[config.mk]
export PLATFORM = sky130hd
export DESIGN_NAME = multi_queue_port_select
export DESIGN_NICKNAME = d
export VERILOG_FILES = /design/src/rtl/mq_pkg.sv /design/src/rtl/multi_queue_port_select.sv
export VERILOG_INCLUDE_DIRS = /design/src /design/src/rtl
export SDC_FILE = /design/constraint.sdc
export NUM_CORES = 2
export LEC_CHECK = 0
export BUFFER_PORTS_ARGS = -buffer_cell sky130_fd_sc_hd__buf_2
export CORE_MARGIN = 2
export CORE_UTILIZATION = 32
export DETAILED_ROUTE_END_ITERATION = 6
export GPL_TIMING_DRIVEN = 1
export PLACE_DENSITY = 0.51
export SETUP_SLACK_MARGIN = 0.02
export SLEW_MARGIN = 15
export SYNTH_ARGS = -nofsm -noshare
export SYNTH_HDL_FRONTEND = slang
export SYNTH_MEMORY_MAX_BITS = 65536
export SYNTH_SLANG_ARGS = --single-unit
export TNS_END_PERCENT = 1
[constraint.sdc]
create_clock -name clk_sys -period 5 [get_ports clk_sys]
set_input_delay 0.25 -clock clk_sys [delete_from_list [all_inputs] [get_ports clk_sys]]
set_output_delay 0.25 -clock clk_sys [all_outputs]
set_load 0.01 [all_outputs]
[src/rtl/mq_defines.svh]
`ifndef MQ_DEFINES_SVH
`define MQ_DEFINES_SVH

// sizes of the queue array and its buses
`define MQ_QUEUES    16
`define MQ_QIDX_W    4
`define MQ_DATA_W    18
`define MQ_QDEPTH    16
`define MQ_WADDR_W   7
`define MQ_RADDR_W   8
`define MQ_ID_W      3
// field positions inside the address buses
`define MQ_QIDX_HI   3
`define MQ_NULL_BIT  4
`define MQ_WID_LO    4
`define MQ_WID_HI    6
`define MQ_RID_LO    5
`define MQ_RID_HI    7
// reset values
`define MQ_QIDX_RST  4'h0
`define MQ_RSRC_RST  5'h10

`endif

[src/rtl/mq_pkg.sv]
`include "mq_defines.svh"

package mq_pkg;

  // selection sequence after an address strobe
  typedef enum logic [1:0] {
    PH_IDLE   = 2'b00,
    PH_FIRST  = 2'b01,
    PH_SECOND = 2'b10
  } sel_phase_type;

  // write port request group
  typedef struct packed {
    logic                     write_address_enable;
    logic [`MQ_WADDR_W-1:0]   write_queue_address;
    logic                     write_enable_n;
    logic [`MQ_DATA_W-1:0]    write_data;
  } wr_port_type;

  // read port request group
  typedef struct packed {
    logic                     read_address_enable;
    logic [`MQ_RADDR_W-1:0]   read_queue_address;
    logic                     read_enable_n;
  } rd_port_type;

  // one pipeline stage: word plus its validity
  typedef struct packed {
    logic                     valid;
    logic [`MQ_DATA_W-1:0]    data;
  } stage_type;

  // read source: null flag on top, queue index below
  typedef struct packed {
    logic                     null_q;
    logic [`MQ_QIDX_W-1:0]    idx;
  } rsrc_type;

endpackage

[src/rtl/multi_queue_port_select.sv]
`timescale 1ns/1ps
`include "mq_defines.svh"
// Behaviour
// write address taken while address enable high
// selection persists until next selection
// write data accepted on every edge
// controller spaces write selections two cycles
// full flag follows new queue next edge
// new queue written from second edge
// two transition cycles write previous queue
// full queue never written
// write address: queue index plus identity
// read address taken while address enable high
// controller spaces read selections two cycles
// new queue word reaches output after two
// previous queue read on switch edges
// two stage pipeline carries old, new
// output enable only gates data pins
// empty selection leaves last word, invalid
// read address: queue, null bit, identity
// null bit selects null queue
// null queue acts permanently empty
// null queue only on read port
// last word drains to output itself
// valid flag describes output register word
// full flag reports write-selected queue only
// full previous queue blocks transition writes

// one queue: flip-flop ring with valid/ready on both sides
module queue_fifo #(
  parameter int WIDTH = `MQ_DATA_W,
  parameter int DEPTH = `MQ_QDEPTH
) (
  // clock and reset
  input  wire logic             clk_sys,
  input  wire logic             rst_n,
  // filling side
  input  wire logic             in_valid,
  output logic                  in_ready,
  input  wire logic [WIDTH-1:0] in_data,
  // draining side
  output logic                  out_valid,
  input  wire logic             out_ready,
  output logic [WIDTH-1:0]      out_data
);
  localparam int AW = $clog2(DEPTH);

  logic [WIDTH-1:0] mem [DEPTH];      // storage words
  logic [AW:0]      wp;               // write pointer, wrap bit on top
  logic [AW:0]      rp;               // read pointer, wrap bit on top
  logic [AW:0]      next_wp;
  logic [AW:0]      next_rp;
  logic             push;
  logic             pop;

  // full when pointers differ only in the wrap bit
  always_comb begin
    in_ready  = !((wp[AW] != rp[AW]) && (wp[AW-1:0] == rp[AW-1:0]));
    out_valid = (wp != rp);
    out_data  = mem[rp[AW-1:0]];
    push      = in_valid && in_ready;
    pop       = out_valid && out_ready;
    next_wp   = push ? wp + 1'b1 : wp;
    next_rp   = pop ? rp + 1'b1 : rp;
  end

  // pointers
  always_ff @(posedge clk_sys or negedge rst_n) begin
    if (!rst_n) begin
      wp <= '0;
      rp <= '0;
    end else begin
      wp <= next_wp;
      rp <= next_rp;
    end
  end

  // storage, written at the write pointer
  always_ff @(posedge clk_sys) begin
    if (push) begin
      mem[wp[AW-1:0]] <= in_data;
    end
  end
endmodule // queue_fifo

module multi_queue_port_select (
  // clock and reset
  input  wire logic                    clk_sys,
  input  wire logic                    rst_n,
  // static identity straps
  input  wire logic                    device_identity_bit0,
  input  wire logic                    device_identity_bit1,
  input  wire logic                    device_identity_bit2,
  // write port
  input  wire mq_pkg::wr_port_type     wr_port,
  output logic                         queue_full_n,
  output logic                         queue_full_oe_n,
  // read port
  input  wire mq_pkg::rd_port_type     rd_port,
  input  wire logic                    output_enable_n,
  output logic [`MQ_DATA_W-1:0]        read_data,
  output logic                         read_data_oe_n,
  output logic                         output_valid_n
);

  // compare the top address bits with the straps
  function automatic logic id_match(input logic [`MQ_ID_W-1:0] a, input logic [`MQ_ID_W-1:0] id);
    id_match = (a == id);
  endfunction

  logic [`MQ_ID_W-1:0]    dev_id;                 // strap bits as a code
  logic [`MQ_QUEUES-1:0]  q_full;                 // per queue full status
  logic [`MQ_QUEUES-1:0]  q_ne;                   // per queue not empty
  logic [`MQ_QUEUES-1:0]  wr_fire;                // per queue write strobe
  logic [`MQ_QUEUES-1:0]  rd_pop;                 // per queue read strobe
  logic [`MQ_DATA_W-1:0]  q_data [`MQ_QUEUES];    // head word of each queue

  assign dev_id = {device_identity_bit2, device_identity_bit1, device_identity_bit0};

  // ---------------- write selection ----------------
  mq_pkg::sel_phase_type  wph;                    // write switch phase
  mq_pkg::sel_phase_type  next_wph;
  logic [`MQ_QIDX_W-1:0]  wq;                     // queue taking writes
  logic [`MQ_QIDX_W-1:0]  next_wq;
  logic                   wdev;                   // this device selected
  logic                   next_wdev;
  logic [`MQ_QIDX_W-1:0]  wnew;                   // pending new queue
  logic [`MQ_QIDX_W-1:0]  next_wnew;
  logic                   wnew_dev;               // pending device match
  logic                   next_wnew_dev;
  logic                   w_id_ok;

  // selection capture and delayed switch of the write target
  always_comb begin
    w_id_ok       = id_match(wr_port.write_queue_address[`MQ_WID_HI:`MQ_WID_LO], dev_id);
    next_wph      = wph;
    next_wq       = wq;
    next_wdev     = wdev;
    next_wnew     = wnew;
    next_wnew_dev = wnew_dev;
    if (wr_port.write_address_enable) begin
      // take the address, enable of write ignored for selection
      next_wnew     = wr_port.write_queue_address[`MQ_QIDX_HI:0];
      next_wnew_dev = w_id_ok;
      next_wph      = mq_pkg::PH_FIRST;
    end else begin
      case (wph)
        mq_pkg::PH_FIRST: begin
          // next edge after selection: writes and flag move over
          next_wq   = wnew;
          next_wdev = wnew_dev;
          next_wph  = mq_pkg::PH_IDLE;
        end
        mq_pkg::PH_IDLE: begin
          next_wph = mq_pkg::PH_IDLE;
        end
        default: begin
          next_wph = mq_pkg::PH_IDLE;
        end
      endcase
    end
  end

  always_ff @(posedge clk_sys or negedge rst_n) begin
    if (!rst_n) begin
      wph      <= mq_pkg::PH_IDLE;
      wq       <= `MQ_QIDX_RST;
      wdev     <= 1'b0;
      wnew     <= `MQ_QIDX_RST;
      wnew_dev <= 1'b0;
    end else begin
      wph      <= next_wph;
      wq       <= next_wq;
      wdev     <= next_wdev;
      wnew     <= next_wnew;
      wnew_dev <= next_wnew_dev;
    end
  end

  // write strobe: every edge, to the current target, never into a full queue
  always_comb begin
    for (int i = 0; i < `MQ_QUEUES; i++) begin
      wr_fire[i] = !wr_port.write_enable_n && wdev && (wq == i[`MQ_QIDX_W-1:0])
                   && !q_full[i]; // see see see see
    end
  end

  // flag of the write-selected queue; released when another device owns the bus
  assign queue_full_n    = !q_full[wq];
  assign queue_full_oe_n = !wdev;

  // ---------------- queue storage ----------------
  for (genvar g = 0; g < `MQ_QUEUES; g++) begin : g_queue
    queue_fifo #(
      .WIDTH (`MQ_DATA_W),
      .DEPTH (`MQ_QDEPTH)
    ) u_fifo (
      .clk_sys   (clk_sys),
      .rst_n     (rst_n),
      .in_valid  (wr_fire[g]),
      .in_ready  (),
      .in_data   (wr_port.write_data),
      .out_valid (q_ne[g]),
      .out_ready (rd_pop[g]),
      .out_data  (q_data[g])
    );
  end

  logic [$clog2(`MQ_QDEPTH):0] wr_cnt [`MQ_QUEUES];     // words held per queue
  logic [$clog2(`MQ_QDEPTH):0] next_cnt [`MQ_QUEUES];

  // ring-full test repeated here so the flag is exact on the write edge
  function automatic logic g_queue_ready(input int i);
    g_queue_ready = (wr_cnt[i] != `MQ_QDEPTH);
  endfunction

  // full status from the occupancy counters
  always_comb begin
    for (int i = 0; i < `MQ_QUEUES; i++) begin
      q_full[i] = !g_queue_ready(i);
    end
  end

  // occupancy tracking for every queue, selected or not
  always_comb begin
    for (int i = 0; i < `MQ_QUEUES; i++) begin
      next_cnt[i] = wr_cnt[i] + wr_fire[i] - rd_pop[i];
    end
  end

  always_ff @(posedge clk_sys or negedge rst_n) begin
    if (!rst_n) begin
      for (int i = 0; i < `MQ_QUEUES; i++) begin
        wr_cnt[i] <= '0;
      end
    end else begin
      wr_cnt <= next_cnt;
    end
  end

  // ---------------- read selection and pipeline ----------------
  mq_pkg::sel_phase_type  rph;                    // read switch phase
  mq_pkg::sel_phase_type  next_rph;
  mq_pkg::rsrc_type       rsrc;                   // queue feeding pipeline
  mq_pkg::rsrc_type       next_rsrc;
  mq_pkg::rsrc_type       rnew;                   // pending new source
  mq_pkg::rsrc_type       next_rnew;
  mq_pkg::rsrc_type       src_now;                // source of this cycle
  mq_pkg::stage_type      pipe;                   // inner pipeline stage
  mq_pkg::stage_type      next_pipe;
  mq_pkg::stage_type      outr;                   // output register
  mq_pkg::stage_type      next_outr;
  logic                   q_avail;
  logic                   move;
  logic                   take;

  // read selection, forced advance and fall-through
  always_comb begin
    next_rph  = rph;
    next_rsrc = rsrc;
    next_rnew = rnew;
    next_pipe = pipe;
    next_outr = outr;
    if (rd_port.read_address_enable) begin
      // null bit or a foreign identity makes a permanently empty source
      next_rnew.null_q = rd_port.read_queue_address[`MQ_NULL_BIT]
                         || !id_match(rd_port.read_queue_address[`MQ_RID_HI:`MQ_RID_LO], dev_id); // see
      next_rnew.idx    = rd_port.read_queue_address[`MQ_QIDX_HI:0];
      next_rph         = mq_pkg::PH_FIRST;
    end else begin
      case (rph)
        mq_pkg::PH_FIRST: begin
          next_rsrc = rnew;
          next_rph  = mq_pkg::PH_SECOND;
        end
        mq_pkg::PH_SECOND: begin
          next_rph = mq_pkg::PH_IDLE;
        end
        default: begin
          next_rph = mq_pkg::PH_IDLE;
        end
      endcase
    end
    // on the edge after selection the pipeline fetches from the new queue
    src_now = (rph == mq_pkg::PH_FIRST) ? rnew : rsrc;
    q_avail = !src_now.null_q && q_ne[src_now.idx]; // see
    // switch edges advance regardless of read enable
    move    = (rph != mq_pkg::PH_IDLE) || !rd_port.read_enable_n || !outr.valid; // see
    take    = !pipe.valid || move;
    if (move) begin
      next_outr.valid = pipe.valid; // see
      if (pipe.valid) begin
        next_outr.data = pipe.data;
      end
    end
    if (take) begin
      next_pipe.valid = q_avail;
      if (q_avail) begin
        next_pipe.data = q_data[src_now.idx];
      end
    end
    for (int i = 0; i < `MQ_QUEUES; i++) begin
      rd_pop[i] = take && q_avail && (src_now.idx == i[`MQ_QIDX_W-1:0]);
    end
  end

  always_ff @(posedge clk_sys or negedge rst_n) begin
    if (!rst_n) begin
      rph  <= mq_pkg::PH_IDLE;
      rsrc <= `MQ_RSRC_RST;
      rnew <= `MQ_RSRC_RST;
      pipe <= '0;
      outr <= '0;
    end else begin
      rph  <= next_rph;
      rsrc <= next_rsrc;
      rnew <= next_rnew;
      pipe <= next_pipe;
      outr <= next_outr;
    end
  end

  // output pins; enable only gates the drivers
  assign read_data      = outr.data;
  assign read_data_oe_n = output_enable_n;
  assign output_valid_n = !outr.valid;

  // ---------------- checks ----------------
  wsel_latch_a: assert property (@(posedge clk_sys) disable iff (!rst_n)
    wr_port.write_address_enable |=> (wph == mq_pkg::PH_FIRST)
      && (wnew == $past(wr_port.write_queue_address[`MQ_QIDX_HI:0])))
    else $error("write selection not captured");

  wsel_hold_a: assert property (@(posedge clk_sys) disable iff (!rst_n)
    (wph == mq_pkg::PH_IDLE && !wr_port.write_address_enable) |=> $stable(wq) && $stable(wdev))
    else $error("write target changed without selection");

  flag_switch_a: assert property (@(posedge clk_sys) disable iff (!rst_n)
    (wr_port.write_address_enable ##1 !wr_port.write_address_enable)
      |=> (wq == $past(wr_port.write_queue_address[`MQ_QIDX_HI:0], 2)) && (queue_full_n == !q_full[wq]))
    else $error("full flag not on new queue");

  old_write_a: assert property (@(posedge clk_sys) disable iff (!rst_n)
    (wph == mq_pkg::PH_FIRST && !wr_port.write_enable_n && wdev && !q_full[wq]) |-> wr_fire[wq])
    else $error("transition write lost from previous queue");

  full_block_a: assert property (@(posedge clk_sys) disable iff (!rst_n)
    !(|(wr_fire & q_full)))
    else $error("write into full queue");

  new_write_a: assert property (@(posedge clk_sys) disable iff (!rst_n)
    (wr_port.write_address_enable && w_id_ok ##1 !wr_port.write_address_enable
      ##1 (!wr_port.write_enable_n && !q_full[wq] && !wr_port.write_address_enable))
      |-> wr_fire[wq] && (wq == $past(wr_port.write_queue_address[`MQ_QIDX_HI:0], 2)))
    else $error("new queue not written on second edge");

  forced_read_a: assert property (@(posedge clk_sys) disable iff (!rst_n)
    (rph == mq_pkg::PH_FIRST && pipe.valid) |=> outr.valid && (outr.data == $past(pipe.data)))
    else $error("previous queue word not advanced");

  new_word_a: assert property (@(posedge clk_sys) disable iff (!rst_n)
    (rph == mq_pkg::PH_FIRST && !rnew.null_q && q_ne[rnew.idx]) |=> ##1 !output_valid_n)
    else $error("new queue word late");

  null_drain_a: assert property (@(posedge clk_sys) disable iff (!rst_n)
    (rph == mq_pkg::PH_FIRST && rnew.null_q) |=> ##1 output_valid_n && $stable(read_data))
    else $error("null queue left output valid");

endmodule // multi_queue_port_select

; ---- Word level (Yosys, flattened, before mapping)
; Memory sizes are Yosys's and may differ from the RTL's.
; Index checks and enable logic that the tools add are counted.
[word_totals]
regBits = 302
ram_bits = 4608
inputBits = 43
n_memories = 16
[classes]
n_addsub = 64
n_lt_le_gt_ge = 3
eq_ne = 98
muxes = 43
bitwise_logic = 2
n_reduce_logical = 149
[memory_table]
columns = name, depth, word_bits, rd, rd_clocked_by_memory_dff, wr, line_no
row1 = g_queue[0].u_fifo.mem, 16, 18, 1, 0, 1, multi_queue_port_select.sv:48  ; logic [WIDTH-1:0] mem [DEPTH];
row2 = g_queue[10].u_fifo.mem, 16, 18, 1, 0, 1, multi_queue_port_select.sv:48
row3 = g_queue[11].u_fifo.mem, 16, 18, 1, 0, 1, multi_queue_port_select.sv:48
row4 = g_queue[12].u_fifo.mem, 16, 18, 1, 0, 1, multi_queue_port_select.sv:48
row5 = g_queue[13].u_fifo.mem, 16, 18, 1, 0, 1, multi_queue_port_select.sv:48
row6 = g_queue[14].u_fifo.mem, 16, 18, 1, 0, 1, multi_queue_port_select.sv:48
row7 = 10 more memories, n/a, n/a, n/a, n/a, n/a, n/a
[ops]
columns = cell, count
row1 = adder 5 x 1 -> 5 bit (second input constant), 32
row2 = logical AND 1 bit, 99
row3 = adder 5 x 1 -> 5 bit, 16
row4 = != test 5 bit, 16
row5 = != test 5 bit (second input constant), 16
row6 = subtractor 5 x 1 -> 5 bit, 16
row7 = binary-select mux 18 bit (select 4 bit), 1
row8 = equality test 4 bit, 16
row9 = equality test 4 bit (second input constant), 16
row10 = logical NOT 1 bit, 40
row11 = two-way mux 18 bit, 2
row12 = two-way mux 1 bit, 35
row13 = equality test 4 x 3 -> 1 bit (second input constant), 8
row14 = equality test 4 x 2 -> 1 bit (second input constant), 4
row15 = != test 1 bit, 16
row16 = < comparator 4 x 5 -> 1 bit (second input constant), 2
row17 = binary-select mux 1 bit (select 4 bit), 2
row18 = equality test 4 x 1 -> 1 bit (second input constant), 2
row19 = logical NOT 4 bit, 2
row20 = equality test 3 bit, 2
row21 = AND reduction 2 bit, 3
row22 = greater-or-equal comparator 5 bit (second input constant), 1
row23 = two-way mux 5 bit, 1
row24 = NOT 4 -> 5 bit, 1
row25 = other kinds (5), 10

; ---- Longest topological paths before layout
[depth]
word_depth = 8
depth_mapped = 21

; ---- Cells and area by module
; From an unflattened synthesis, not the netlist that was laid out.
[hier_totals]
hier_cells = 9521
area_unflattened_um2 = 194634.2
[modules_own_cells]
columns = mod, n_inst, cells_per_inst, area_per_inst_um2, seq_area_each_um2
row1 = queue_fifo at g_queue[11].u_fifo ..., 14, 528, 11512.3, 8898.5
row2 = queue_fifo at g_queue[0].u_fifo, 1, 567, 11750.0, 8898.5
row3 = queue_fifo at g_queue[10].u_fifo, 1, 534, 11743.8, 8898.5
row4 = multi_queue_port_select, 1, 1028, 9968.3, 3530.9

; ---- Worst setup path before layout
; No wires, ideal clock.
[synth_path]
path_type = flip-flop to flip-flop
from = reg rph[1]
to = reg wr_cnt[64] in the netlist's numbering
setup_ps = 125
t_arrival_ps = 3310
required_time_ps = 4875
slack_ps = 1565
path_stages_with_launch = 19
path_buffers = 4
cell_sequence = dfrtp_1 > buf_2 > or4b_2 > o31ai_1 > buf_2 > nand2_1 > clkbuf_1 > buf_2 > nor2_1 > ha_1 > inv_1 > ha_1 > inv_1 > fa_1 > inv_1 > a21oi_1 > nor2_1 > nor2_1 > xnor2_1
[synth_lines]
columns = item, line_no
row1 = from (decl), multi_queue_port_select.sv:242  ; mq_pkg::sel_phase_type rph;
row2 = from (signal assigned), multi_queue_port_select.sv:309  ; rph <= mq_pkg::PH_IDLE;
row3 = from (signal assigned), multi_queue_port_select.sv:315  ; rph <= next_rph;
row4 = to (signal assigned), multi_queue_port_select.sv:237  ; wr_cnt <= next_cnt;
row5 = to (decl), multi_queue_port_select.sv:209  ; logic [$clog2(`MQ_QDEPTH):0] wr_cnt [`MQ_QUEUES];

==> results.txt <==
- Count of final setup violators: 0
- Detailed Place HPWL: 342 mm
- In this run the power spent charging and discharging nets is 27.5 mW.
- At the later pin of the worst-skew pair, clock insertion delay measures about 1.1 ns.
- Counting flops with a built-in enable in the synthesized netlist gives ~4600.
- After synthesis the netlist holds a flip-flop and latch count of 4909.
- The routed layout has 95800 vias.
- By instance count, the cell type seen most on the critical path is sky130_fd_sc_hd__nor2_1.
- Fin. max-slew vios: 0
* Number of antenna violations at the first check in global routing: 55
* Setup skew after layout: 0.0688 ns
- Top post-synthesis cells by area: sky130_fd_sc_hd__edfxtp_1, sky130_fd_sc_hd__mux4_2, sky130_fd_sc_hd__dfrtp_1, sky130_fd_sc_hd__a22oi_1, sky130_fd_sc_hd__ha_1
- Final net count: 10100
- Fill cells in the final layout number ~53000.
* Post-synth ARST share: 0.0613
- In this run the static leakage power is 71.0 nW.
- Maximum resistive drop on vdd: a little under 0.0005 V
- The startpoint identified for the worst hold timing path is rd_port[3].
* Wire length of the first global-routing pass: 774 mm
* Met3 Usage GRT: 0.0266
* Layout overhead on the synthesized area: 16.6%
- Die outline area: 604000 um2
* Grt met2 use: 0.290
* Tmin final: 4.69 ns
* Switching part of the total: 0.266
- RePlAce Congestion: 0.850
- Area share of the largest cell type after synthesis: 0.724
- Critical path, cell by cell: nand2b_1 -> buf_4 -> mux2i_4 -> nand2_1 -> o22ai_1 -> o21ai_0 -> nand4_4 -> buf_4 -> nor2_1 -> ha_1 -> inv_1 -> ha_1 -> fa_1 -> a21oi_1 -> nor2_1 -> nor2_1 -> xnor2_1
* RSZ-0062 raised after global routing: no
* Number of H-tree levels: 6
- For this run, global-route usage on met1 was measured as 0.251.
- Ys flop type: sky130_fd_sc_hd__edfxtp_1
- Horizontal die dimension: about 800 um
- Clock-pin slew was measured on the worst setup and hold paths at ~0.060 ns.
* Clock root cell: sky130_fd_sc_hd__clkbuf_16
- Data arrives at the worst endpoint at 5.67 ns.
- Synthesis handed over a netlist of 9125 instances.
- Worst path max stage delay: 0.62 ns
- The worst setup path is captured at a register.
- P per Cell Area: ~460 nW/um2
- Prior to clock tree synthesis, the placed netlist has a worst setup slack of 0.107 ns.
- Standard-cell row count: roughly 280
- Crit. Startpoint: rph[1]
- The setup path with the least slack is of type register to register.
- Clock share of power: 0.371
- At the worst endpoint, the required time is 5.98 ns.
* Sequential fraction of the synthesis area: 0.763
- Most common library cell in the layout ignoring fill and taps: sky130_fd_sc_hd__edfxtp_1
* Total number of yosys warnings: 0
* Gate family responsible for the most delay along the worst path: simple AND/OR/NAND/NOR gates
* CP Launch Type: register
* Vertical extent of the die: around 780 um
- Actual transition at the worst max-transition pin: roughly 1.4 ns
* Max Fanout on Critical Path: 10
- The hold violation count in the final report was 0.
* I/O pin count: 65
- The worst path meets setup with ~0.31 ns of slack.
- Sequential Power Share: 0.454
* Internal Dissipation: roughly 76 mW
* GRT Overall Usage: 0.179
- Cell accounting for the most synthesized area: sky130_fd_sc_hd__edfxtp_1
- Startpoint of the worst register-to-register path: rph[1]
- Area of the mapped netlist: approximately 190000 um2
- Max-slew headroom: 0.0608
* Average routed wire per standard cell: 30.5 um
- Overall overflow remaining after global route: 0
- IO buf count: 62
- Total CTS buffers: between 500 and 600
* DRC violation count after routing: 0
- Slowest stage cell, crit path: sky130_fd_sc_hd__mux2i_4
- Classification of the worst-slack hold path: input pin to register
* Initial Util: 0.322
- Crit share post-route: 0.938
* Synthesized area divided by synthesized cell count: between 20 and 25 um2
* Initial detailed-routing violation count: 11300
* Count of max-cap constraint violations: 0
- For this block, the routed nets add up to 553 mm of wire.
- Entering global routing, the biggest net connects 137 pins.
- CTS sink cnt: approximately 5000
- Comb power frac: 0.175
- TritonCTS built the clock tree.
- In the layout the commonest cells are sky130_fd_sc_hd__edfxtp_1, sky130_fd_sc_hd__mux4_2, sky130_fd_sc_hd__buf_4.
- Iteration count of the initial detailed-routing pass: 7
* Share of post-route cells with drive strength above 1: 0.274
* GR peak layer: met2
- Std-Cell Core Area: between 500000 and 600000 um2
- Based on the critical path, the design can be clocked at up to about 0.21 GHz.
- Post-Synthesis Net Count: 9360
- Counting both buffers and inverters, the worst setup path holds a total of 3.
- After detailed routing, the number of vias per cell comes to between 5 and 6.
* Outcome: finished, final reports clean
- The synthesized netlist contains 60 unique library cells.
- In this run the remaining antenna-violating nets after routing total 0.
* Hold Slack: 0.107 ns
* Longest Clk Path Bufs: 4
* Via count of the first global-routing pass: 98100
cells by family after synthesis:
group / count (synthesis) / share of synthesized area
DFF: 4909 / 0.763
muxes: 1234 / 0.140
AOI/OAI and AO/OA: 946 / 0.0335
and+or+nand+nor: 901 / 0.0229
buffers and inverters: 665 / 0.0143
xor gates and xnor gates: 278 / 0.0127
adders and majority gates: 192 / 0.0132
Yosys cell counts (8+ instances only):
library cell	n
sky130_fd_sc_hd__a211oi_1	8
sky130_fd_sc_hd__a21o_1	16
sky130_fd_sc_hd__a21oi_1	277
sky130_fd_sc_hd__a221oi_1	44
sky130_fd_sc_hd__a22o_1	42
sky130_fd_sc_hd__a22oi_1	441
sky130_fd_sc_hd__a31oi_1	9
sky130_fd_sc_hd__and2_1	51
sky130_fd_sc_hd__and3_1	8
sky130_fd_sc_hd__and4_1	15
sky130_fd_sc_hd__buf_1	105
sky130_fd_sc_hd__buf_2	129
sky130_fd_sc_hd__buf_4	22
sky130_fd_sc_hd__clkbuf_1	245
sky130_fd_sc_hd__dfrtp_1	299
sky130_fd_sc_hd__edfxtp_1	4608
sky130_fd_sc_hd__fa_1	16
sky130_fd_sc_hd__ha_1	176
sky130_fd_sc_hd__inv_1	164
sky130_fd_sc_hd__mux2_2	55
sky130_fd_sc_hd__mux2i_1	32
sky130_fd_sc_hd__mux4_2	1147
sky130_fd_sc_hd__nand2_1	182
sky130_fd_sc_hd__nand2b_1	35
sky130_fd_sc_hd__nand3_1	42
sky130_fd_sc_hd__nand4_1	21
sky130_fd_sc_hd__nor2_1	286
sky130_fd_sc_hd__nor2b_1	47
sky130_fd_sc_hd__nor3_1	107
sky130_fd_sc_hd__nor4_1	74
sky130_fd_sc_hd__o21ai_0	40
sky130_fd_sc_hd__o22ai_1	27
sky130_fd_sc_hd__xnor2_1	111
sky130_fd_sc_hd__xor2_1	167
through the flow:
| stage | instances | power [mW] | instance area [um2] | util | TNS [ns] |
|---|---|---|---|---|---|
| 5_1_grt | 18100 | 107 | 223000 | 0.375 | 0 |
| 3_3_place_gp | 17100 | 65.8 | 205000 | 0.345 | -2.43 |
| 2_1_floorplan | 9125 | 59.8 | 191000 | - | 0 |
| 3_5_place_dp | 17100 | 66.1 | 205000 | 0.345 | 0 |
| 4_1_cts | 18100 | 104 | 223000 | 0.375 | 0 |
| 6_report | 18200 | 103 | 223000 | 0.375 | 0 |
registers in the layout, summed over array words and instances, names as in the netlist, 5 cells and up:
register,cells
rsrc,5
g_queue.u_fifo.rp,80
read_data,18
rnew,5
pipe,19
g_queue.u_fifo.mem,4608
wr_cnt,80
g_queue.u_fifo.wp,80
worst reg2reg max path, cell delays in order (launching register included):
cell                       delay (ns)
sky130_fd_sc_hd__dfrtp_1         0.48
sky130_fd_sc_hd__nand2b_1        0.20
sky130_fd_sc_hd__buf_4           0.20
sky130_fd_sc_hd__mux2i_4         0.62
sky130_fd_sc_hd__nand2_1         0.12
sky130_fd_sc_hd__o22ai_1         0.41
sky130_fd_sc_hd__o21ai_0         0.39
sky130_fd_sc_hd__nand4_4         0.34
sky130_fd_sc_hd__buf_4           0.26
sky130_fd_sc_hd__nor2_1          0.12
sky130_fd_sc_hd__ha_1            0.31
sky130_fd_sc_hd__inv_1           0.04
sky130_fd_sc_hd__ha_1            0.20
sky130_fd_sc_hd__fa_1            0.44
sky130_fd_sc_hd__a21oi_1         0.15
sky130_fd_sc_hd__nor2_1          0.06
sky130_fd_sc_hd__nor2_1          0.11
sky130_fd_sc_hd__xnor2_1         0.13
area by class of cell:
type	count	area [um2]	share of cell area
clock inverters	292	2910	0.0131
clock buffers	658	14000	0.0627
well taps	7837	9810	0.0440
flip-flops and latches	4909	146000	0.655
repair buffers	734	6230	0.0279
inverters	164	616	0.00276
multi-input cells	3551	43200	0.194
diodes	19	47.5	0.000213
worst paths after layout:
| kind | end | slack [ns] | depth (start not counted) |
|---|---|---|---|
| worst max-delay path | wr_cnt[69] | 0.31 | 17 |
| worst min-delay path | rnew[2] | 0.11 | 3 |
| worst max register to register | wr_cnt[69] | 0.31 | 17 |
| worst min register to register | g_queue[0].u_fifo.wp[4] | 0.48 | 1 |
| max in group asynchronous | g_queue[15].u_fifo.rp[0] | 3.67 | 4 |
| min in group asynchronous | rnew[4] | 0.39 | 3 |
power by group through the flow:
| stage | Combinational, mW | Clock, mW | Sequential, mW |
|---|---|---|---|
| after floorplan | 12.7 | 0 | 47.1 |
| after global placement | 18.1 | 0 | 47.7 |
| after detailed placement | 18.4 | 0 | 47.8 |
| after CTS | 18.5 | 39.1 | 46.9 |
| after global routing | 19.4 | 40.6 | 47.0 |
| final | 18.1 | 38.3 | 46.9 |
metal layers:
| layer | part of all wire | vias to the layer above |
|---|---|---|
| li1 | - | 39300 |
| met1 | 0.43 | 52300 |
| met2 | 0.48 | 3437 |
| met3 | 0.064 | 745 |
| met4 | 0.034 | 8 |
| met5 | 0.00010 | - |
repair_timing:
item / 4_1_cts / 5_1_grt
setup buffers: 0 / 5
hold endpoints to repair: 1805 / 0
hold buffers: 44 / 0
setup endpoints to repair: 0 / 3
gates resized for setup: 0 / 0
Note: power is estimated with default switching activity, not from simulation.
